### src/include/step_down_regs.vh
// register offsets, field positions, reset values and timing counts of the step-down bank
`ifndef STEP_DOWN_REGS_VH
`define STEP_DOWN_REGS_VH

// ---------------------------------------------------------------------------
// register offsets (8-bit register address space)
// ---------------------------------------------------------------------------
`define REG_CHARGE_STATE_READBACK 8'h21
`define REG_VBAT_HIGH             8'h25
`define REG_VBAT_LOW              8'h26
`define REG_GAUGE_REFRESH_TRIGGER 8'h28
`define REG_STEP_DOWN_CONFIG      8'h29
`define REG_STEP_DOWN_VOLT_DELAY  8'h2A

// ---------------------------------------------------------------------------
// field positions
// ---------------------------------------------------------------------------
`define FLD_REFRESH_BIT      7
`define FLD_SOFT_START_HI    7
`define FLD_SOFT_START_LO    6
`define FLD_PEAK_LIMIT_HI    5
`define FLD_PEAK_LIMIT_LO    4
`define FLD_MODE_BIT         3
`define FLD_PULSE_STOP_BIT   2
`define FLD_DISCHARGE_BIT    1
`define FLD_OUTPUT_EN_BIT    0
`define FLD_DELAY_HI         7
`define FLD_DELAY_LO         6
`define FLD_VCODE_HI         5
`define FLD_VCODE_LO         0

// ---------------------------------------------------------------------------
// reset values (factory-set fields come from the FACTORY_CONFIG and FACTORY_VOLT parameters of the register bank)
// ---------------------------------------------------------------------------
`define RST_PEAK_LIMIT       2'b11
`define RST_PULSE_STOP       1'b0
`define RST_SWITCH_DELAY     2'b00

// ---------------------------------------------------------------------------
// timing: soft start times (ms) and switch delays (us), clock 100 MHz; then output voltage base and step (mV)
// ---------------------------------------------------------------------------
`define CLK_PERIOD_NS        10
`define SS_TIME0_MS          1
`define SS_TIME1_MS          8
`define SS_TIME2_MS          64
`define SS_TIME3_MS          512
`define DLY_TIME1_US         5
`define DLY_TIME2_US         10
`define DLY_TIME3_US         20
`define VOUT_BASE_MV         600
`define VOUT_STEP_MV         50

`endif

### src/core/step_down_delay_timer.v
// one-shot timer that counts a loaded number of enable ticks
`timescale 1ns/1ps
module step_down_delay_timer
#(
  parameter W = 16
)
(
  input  wire         i_clk_sys,
  input  wire         i_arst_n,
  input  wire         i_start,
  input  wire         i_tick,
  input  wire [W-1:0] i_count,
  output wire         o_busy,
  output reg          o_done
);

  reg [W-1:0] cnt_ff;
  reg         busy_ff;

  // --------------------------------------------------------------------------
  // counter: start reloads, ticks count down, done pulses one cycle at zero
  // --------------------------------------------------------------------------
  always @(posedge i_clk_sys or negedge i_arst_n)
  begin
    if (!i_arst_n)
    begin
      cnt_ff  <= {W{1'b0}};
      busy_ff <= 1'b0;
      o_done  <= 1'b0;
    end
    else
    begin
      o_done <= 1'b0;
      if (i_start)
      begin
        cnt_ff  <= i_count;
        busy_ff <= 1'b1;
      end
      else if (busy_ff && i_tick)
      begin
        if (cnt_ff <= {{(W-1){1'b0}}, 1'b1})
        begin
          busy_ff <= 1'b0;
          o_done  <= 1'b1;
          cnt_ff  <= {W{1'b0}};
        end
        else
          cnt_ff <= cnt_ff - {{(W-1){1'b0}}, 1'b1};
      end
    end
  end

  assign o_busy = busy_ff;

endmodule

### src/core/step_down_config_regs.v
// register bank that configures the step-down regulator and refreshes gauge readback
// ---------------------------------------------------------------------------
// Notes on behaviour
// - writing one then zero to the refresh bit captures charge state and battery voltage.
// - soft start field selects ramp time 1, 8, 64 or 512 ms.
// - peak limit field decodes 100 to 400 mA, resetting to 400 mA.
// - mode bit zero selects hysteresis, one selects forced pulse width mode.
// - pulse stop bit enables pulse stop; resets to zero.
// - discharge enable bit drives output discharge; reset value is a factory strap.
// - output enable bit turns output on; reset value is a factory strap.
// - in hysteresis, delay field selects 0, 5, 10 or 20 us; resets to 00.
// - voltage code maps 0.6 V plus 50 mV per step to 3.75 V.
// - battery voltage is 13 bits: upper eight in one register, lower five in next.
// ---------------------------------------------------------------------------
`timescale 1ns/1ps
`include "step_down_regs.vh"
module step_down_config_regs
#(
  parameter [7:0] FACTORY_CONFIG = 8'h00,
  parameter [7:0] FACTORY_VOLT   = 8'h00,
  parameter       CLK_MHZ        = 100
)
(
  input  wire        i_clk_sys,
  input  wire        i_arst_n,
  input  wire        i_wr_en,
  input  wire        i_rd_en,
  input  wire [7:0]  i_addr,
  input  wire [7:0]  i_wdata,
  output reg  [7:0]  o_rdata,
  output reg         o_rvalid,
  input  wire [7:0]  i_gauge_soc,
  input  wire [12:0] i_gauge_vbat_mv,
  output reg  [1:0]  o_soft_start_sel,
  output reg  [25:0] o_soft_start_cycles,
  output reg  [8:0]  o_peak_limit_ma,
  output reg         o_forced_pulse_width_mode,
  output reg         o_step_down_pulse_stop,
  output reg         o_step_down_discharge_en,
  output reg         o_output_en,
  output reg  [1:0]  o_step_down_switch_delay,
  output wire        o_switch_delay_busy,
  output reg  [5:0]  o_step_down_voltage_code,
  output reg  [11:0] o_vout_mv
);

  // --------------------------------------------------------------------------
  // derived cycle counts
  // --------------------------------------------------------------------------
  // kept 32 bits wide so the products cannot overflow before they are sliced
  localparam [31:0] CYC_PER_US = CLK_MHZ;
  localparam [31:0] CYC_PER_MS = CLK_MHZ * 1000;

  reg  [7:0]  config_ff;
  reg  [7:0]  volt_ff;
  reg         refresh_ff;
  reg  [7:0]  soc_ff;
  reg  [12:0] vbat_ff;
  reg         dly_start_ff;
  reg  [7:0]  nxt_rdata;
  wire [15:0] dly_count;
  wire        dly_start;
  wire        dly_done;
  wire        wr_config;
  wire        wr_volt;
  wire        wr_trigger;
  wire        refresh_fire;

  // soft start ramp length in clock cycles; the longest ramp needs 26 bits
  function [25:0] ss_cycles;
    input [1:0]  sel;
    reg   [31:0] full;
    begin
      case (sel)
        2'b00:   full = `SS_TIME0_MS * CYC_PER_MS;
        2'b01:   full = `SS_TIME1_MS * CYC_PER_MS;
        2'b10:   full = `SS_TIME2_MS * CYC_PER_MS;
        default: full = `SS_TIME3_MS * CYC_PER_MS;
      endcase
      ss_cycles = full[25:0];
    end
  endfunction

  // hysteresis switch delay in clock cycles; code 00 means no delay at all
  function [15:0] dly_cycles;
    input [1:0]  sel;
    reg   [31:0] full;
    begin
      case (sel)
        2'b01:   full = `DLY_TIME1_US * CYC_PER_US;
        2'b10:   full = `DLY_TIME2_US * CYC_PER_US;
        2'b11:   full = `DLY_TIME3_US * CYC_PER_US;
        default: full = 32'h0000_0000;
      endcase
      dly_cycles = full[15:0];
    end
  endfunction

  // write strobe aimed at one register offset
  function wr_hit;
    input       en;
    input [7:0] addr;
    input [7:0] target;
    begin
      wr_hit = en && (addr == target);
    end
  endfunction

  // --------------------------------------------------------------------------
  // write decode, shared by the register update and the delay trigger
  // --------------------------------------------------------------------------
  assign wr_config  = wr_hit(i_wr_en, i_addr, `REG_STEP_DOWN_CONFIG);
  assign wr_volt    = wr_hit(i_wr_en, i_addr, `REG_STEP_DOWN_VOLT_DELAY);
  assign wr_trigger = wr_hit(i_wr_en, i_addr, `REG_GAUGE_REFRESH_TRIGGER);
  // a zero written while the last trigger write held a one ends the sequence
  assign refresh_fire = wr_trigger && refresh_ff && !i_wdata[`FLD_REFRESH_BIT];

  // --------------------------------------------------------------------------
  // register writes; factory fields reload from parameters at reset
  // --------------------------------------------------------------------------
  always @(posedge i_clk_sys or negedge i_arst_n)
  begin
    if (!i_arst_n)
    begin
      config_ff  <= {FACTORY_CONFIG[7:6], `RST_PEAK_LIMIT, FACTORY_CONFIG[3],
                     `RST_PULSE_STOP, FACTORY_CONFIG[1:0]};
      volt_ff    <= {`RST_SWITCH_DELAY, FACTORY_VOLT[5:0]};
      refresh_ff <= 1'b0;
      soc_ff     <= 8'h00;
      vbat_ff    <= 13'h0000;
      dly_start_ff <= 1'b0;
    end
    else
    begin
      dly_start_ff <= 1'b0;
      if (wr_config)
        config_ff <= i_wdata;
      if (wr_volt)
      begin
        volt_ff      <= i_wdata;
        dly_start_ff <= 1'b1;     // any write to this register requests the switch delay; it starts only in hysteresis mode with a non-zero delay code
      end
      // only bit 7 is kept; the reserved bits are dropped here
      if (wr_trigger)
        refresh_ff <= i_wdata[`FLD_REFRESH_BIT];
      // gauge values are sampled once per completed one-then-zero sequence
      if (refresh_fire)
      begin
        soc_ff  <= i_gauge_soc;
        vbat_ff <= i_gauge_vbat_mv;
      end
    end
  end

  // --------------------------------------------------------------------------
  // switch delay only applies in hysteresis mode
  // --------------------------------------------------------------------------
  // forced pulse width mode switches at once, so no delay is started there
  assign dly_count = dly_cycles(volt_ff[`FLD_DELAY_HI:`FLD_DELAY_LO]);
  assign dly_start = dly_start_ff && !config_ff[`FLD_MODE_BIT]
                     && (dly_count != 16'h0000);

  step_down_delay_timer #(.W(16)) u_delay
  (
    .i_clk_sys (i_clk_sys),
    .i_arst_n  (i_arst_n),
    .i_start   (dly_start),
    .i_tick    (1'b1),                                 // delays count whole clocks
    .i_count   (dly_count),
    .o_busy    (o_switch_delay_busy),
    .o_done    (dly_done)
  );

  // --------------------------------------------------------------------------
  // read mux; reserved bits return zero
  // --------------------------------------------------------------------------
  always @*
  begin
    case (i_addr)
      `REG_CHARGE_STATE_READBACK: nxt_rdata = soc_ff;
      `REG_VBAT_HIGH:             nxt_rdata = vbat_ff[12:5];
      `REG_VBAT_LOW:              nxt_rdata = {vbat_ff[4:0], 3'b000};
      `REG_GAUGE_REFRESH_TRIGGER: nxt_rdata = 8'h00;
      `REG_STEP_DOWN_CONFIG:      nxt_rdata = config_ff;
      `REG_STEP_DOWN_VOLT_DELAY:  nxt_rdata = volt_ff;
      default:                    nxt_rdata = 8'h00;
    endcase
  end

  // --------------------------------------------------------------------------
  // registered outputs: read data and decoded regulator controls
  // --------------------------------------------------------------------------
  always @(posedge i_clk_sys or negedge i_arst_n)
  begin
    if (!i_arst_n)
    begin
      o_rdata                   <= 8'h00;
      o_rvalid                  <= 1'b0;
      o_soft_start_sel          <= 2'b00;
      o_soft_start_cycles       <= 26'h000_0000;
      o_peak_limit_ma           <= 9'h000;
      o_forced_pulse_width_mode <= 1'b0;
      o_step_down_pulse_stop    <= 1'b0;
      o_step_down_discharge_en  <= 1'b0;
      o_output_en               <= 1'b0;
      o_step_down_switch_delay  <= 2'b00;
      o_step_down_voltage_code  <= 6'h00;
      o_vout_mv                 <= 12'h000;
    end
    else
    begin
      o_rdata                   <= i_rd_en ? nxt_rdata : o_rdata;
      o_rvalid                  <= i_rd_en;
      o_soft_start_sel          <= config_ff[`FLD_SOFT_START_HI:`FLD_SOFT_START_LO];
      o_soft_start_cycles       <= ss_cycles(config_ff[7:6]);
      o_peak_limit_ma           <= 9'd100 * ({7'h00, config_ff[5:4]} + 9'd1);
      o_forced_pulse_width_mode <= config_ff[`FLD_MODE_BIT];
      o_step_down_pulse_stop    <= config_ff[`FLD_PULSE_STOP_BIT];
      o_step_down_discharge_en  <= config_ff[`FLD_DISCHARGE_BIT];
      o_output_en               <= config_ff[`FLD_OUTPUT_EN_BIT];
      if (dly_done || !o_switch_delay_busy)
        o_step_down_switch_delay <= volt_ff[`FLD_DELAY_HI:`FLD_DELAY_LO];
      o_step_down_voltage_code  <= volt_ff[`FLD_VCODE_HI:`FLD_VCODE_LO];
      o_vout_mv                 <= 12'd600 + 12'd50 * {6'h00, volt_ff[5:0]};
    end
  end

endmodule

### config.mk
export PLATFORM = sky130hd
export DESIGN_NAME = step_down_config_regs
export DESIGN_NICKNAME = d
export VERILOG_FILES = /design/src/core/step_down_delay_timer.v /design/src/core/step_down_config_regs.v
export VERILOG_INCLUDE_DIRS = /design/src /design/src/include
export SDC_FILE = /design/constraint.sdc
export NUM_CORES = 1
export LEC_CHECK = 0
export ABC_AREA = 1
export BUFFER_PORTS_ARGS = -buffer_cell sky130_fd_sc_hd__buf_2
export CAP_MARGIN = 20
export CORE_MARGIN = 1.5
export CORE_UTILIZATION = 35
export CTS_BUF_LIST = sky130_fd_sc_hd__clkbuf_16
export DETAILED_ROUTE_END_ITERATION = 8
export PLACE_DENSITY_LB_ADDON = 0.12
export SYNTH_ARGS = -nofsm -noshare
export SYNTH_HDL_FRONTEND = slang
export SYNTH_SLANG_ARGS = --single-unit
### constraint.sdc
create_clock -name i_clk_sys -period 4.7 [get_ports i_clk_sys]
set_clock_uncertainty 0.05 [all_clocks]
set_input_delay 0.47 -clock i_clk_sys [delete_from_list [all_inputs] [get_ports i_clk_sys]]
set_output_delay 0.47 -clock i_clk_sys [all_outputs]
set_load 0.1 [all_outputs]
==> qor.csv <==
metric,value,unit
maxSlewViolCount,0,
worst_pin_slew,0.8576,ns
die_area,16550,um2
syn_avg_cell_area,8.812,um2
crit_slowest_cell,fa_1,
cts_buffers,9,
ys_top_cells_by_count,"152 x nand2_1, 102 x dfrtp_1, 75 x inv_1",
vias,4227,
insertion_delay,0.35,ns
yosysMostFrequentCell,nand2_1,
start_util,36.08,%
fmax,368.9,MHz
viasPerCell,4.550,
grt_overflow,0,
dr.pass1.iters,4,
cp_top_family,adder cells,
routedWlPerCell,13.03,um
drive_gt1_share,19.36,%
hp-class,input port to asynchronous set/reset pin,
die_y,128.6,um
worst_ep_required_time,4.89,ns
status,finished clean,
rsz0062_at_grt,false,
hold_viol,0,
grt_max_degree,67,
fin_cells,929,
ys.flop_type,dfrtp_1,
yosysSeqAreaShare,47.15,%
finalWeightedCongestion,0.8095,
p_per_area,503.0,nW/um2
fin_tns_setup,0,ns
drtAntennaViolNets,0,
cts_tree,done,
synth_seq_cells,104,
synth.largest_area_cell,dfrtp_1,
post-route-min-period,2.711,ns
portBuffers,99,
drv_cap,0,
cp_num_buf_inv,0,
netlist.area_leader.share,46.20,%
diodes,0,
grt_first_pass_wirelength,20530,um
die_w,128.6,um
setup_violations,0,
crit_path_cell_trace,ha_1 > ha_1 > ha_1 > fa_1 > a21oi_1 > nor2_1 > nand3_1 > nand2_1 > nand3_1 > nand2_1,
synthCells,627,
h-tree-depth,3,
ys_types,36,
route.detailed.drc,0,
cts-resized-gates,0,
wl,12110,um
drt_iter0_drc,291,
slew_headroom,42.82,%
nets,794,
grt_usage,15.67,%
crit_arrival,2.90,ns
ios,112,
ys_warn_count,0,
cts_setup_buffers,0,
path_common_cell,ha_1,
antenna_found_initial,1,
netlist_area,5525,um2
clock_sinks,104,
max_stage_delay,0.54,ns
critical_path_class,register to register,
cp-end-kind,register,
syn_to_final_growth,15.31,%
power.leakage,3.454,nW
grt_pass1_vias,4156,
num_rows,45,
ctsRootBufferMaster,clkbuf_16,
fin_crit_sh,57.67,%
cts_hold_buf,0,
place_inst,913,
fp.coreArea,15310,um2
clockBufferDepth,2,
clkTransAtPathRegs,0.07,ns
peakVddDrop,0.1802,mV
postSynth.asyncResetShare,100.0,%
synth_edf_count,0,
synthTopCellsByArea,"dfrtp_1 46%, nand2_1 10%, ha_1 8.8%",
dpl.hpwl,8980,um
cp-start-kind,register,
crit_path_max_fanout,6,
## stage by stage
step	power (mW)	cell area [um2]	setup WS (ns)	utilization (%)	hold WS [ns]
2_1_floorplan	2.183	5567	2.182	-	0.1244
3_3_place_gp	2.406	6050	2.058	39.50	0.3557
3_5_place_dp	2.411	6050	1.977	39.50	0.3622
4_1_cts	3.236	6371	1.965	41.60	0.2189
5_1_grt	3.416	6371	1.764	41.60	0.2432
6_report	3.205	6371	1.989	41.60	0.1730
## final cells by class
class                           count  area, um2
Multi-Input combinational cell    422       2390
Inverter                           76      285.3
Clock inverter                      7      96.34
Fill cell                        1581       8944
Timing Repair Buffer              100      505.5
Sequential cell                   104       2605
Tap cell                          211      264.0
Clock buffer                        9      225.2
## path summary, 6_finish.rpt
path,startpoint,end,slack (ns),depth (start not counted)
setup / recovery,volt_ff[2]$_DFFE_PN0P_,o_vout_mv[11]$_DFF_PN0_,1.99,10
hold / removal,i_arst_n,o_vout_mv[9]$_DFF_PN0_,0.17,1
setup reg to reg,volt_ff[2]$_DFFE_PN0P_,o_vout_mv[11]$_DFF_PN0_,1.99,10
hold reg to reg,config_ff[2]$_DFFE_PN0P_,o_step_down_pulse_stop$_DFF_PN0_,0.37,0
max in group asynchronous,i_arst_n,u_delay.cnt_ff[15]$_DFFE_PN0P_,3.42,2
min in group i_clk_sys,i_gauge_vbat_mv[0],vbat_ff[0]$_DFFE_PN0P_,0.26,3
## power by group
part / internal [mW] / total (mW) / switching (mW)
registers: 0.999 / 1.07 / 0.0670
clock network: 0.467 / 0.813 / 0.346
logic: 0.336 / 1.33 / 0.990
## cell families after synthesis
| group | count (synthesis) | synth area share (%) |
|---|---|---|
| and+or+nand+nor | 277 | 22.85 |
| buffers and inverters | 112 | 10.35 |
| DFF | 104 | 47.15 |
| AOI/OAI and AO/OA | 73 | 7.133 |
| adders and majority gates | 40 | 9.194 |
| xor gates and xnor gates | 18 | 2.853 |
| muxes | 2 | 0.4076 |
| other | 1 | 0.06787 |
## placed cells by master, fill, tap and decap left out, drive strengths merged, types with 3 or more instances in the layout
cell type / synthesis / routed
o21bai: 5 / 5
nand2: 155 / 155
nand4: 24 / 24
clkbuf: 3 / 9
dfrtp: 102 / 102
clkinvlp: 0 / 3
xor2: 12 / 12
a21oi: 14 / 14
ha: 39 / 39
inv: 76 / 76
xnor2: 6 / 6
nand3: 34 / 34
o21ai: 47 / 47
nor2: 58 / 58
o211ai: 3 / 3
or2: 3 / 3
buf: 33 / 100
conb: 1 / 12
## sequential cells by signal, indices dropped and copies added (netlist names)
| signal | count |
|---|---|
| u_delay.cnt_ff | 16 |
| vbat_ff | 13 |
| o_soft_start_cycles | 9 |
| o_vout_mv | 9 |
| config_ff | 8 |
| o_rdata | 8 |
| soc_ff | 8 |
| volt_ff | 8 |
| o_peak_limit_ma | 6 |
| o_step_down_voltage_code | 6 |
| o_soft_start_sel | 2 |
| o_step_down_switch_delay | 2 |
| dly_start_ff | 1 |
| o_forced_pulse_width_mode | 1 |
| o_output_en | 1 |
| o_rvalid | 1 |
| o_step_down_discharge_en | 1 |
| o_step_down_pulse_stop | 1 |
| refresh_ff | 1 |
| u_delay.o_busy | 1 |
| u_delay.o_done | 1 |
## layer usage
metal,share of wire (%),vias to the layer above,track usage (%)
met5,0.099,-,0
met4,1.5,2,5.618
met3,4.3,13,2.952
met2,47,80,25.76
met1,47,1980,20.72
li1,-,2152,-
(Power assumes the default switching activity.)
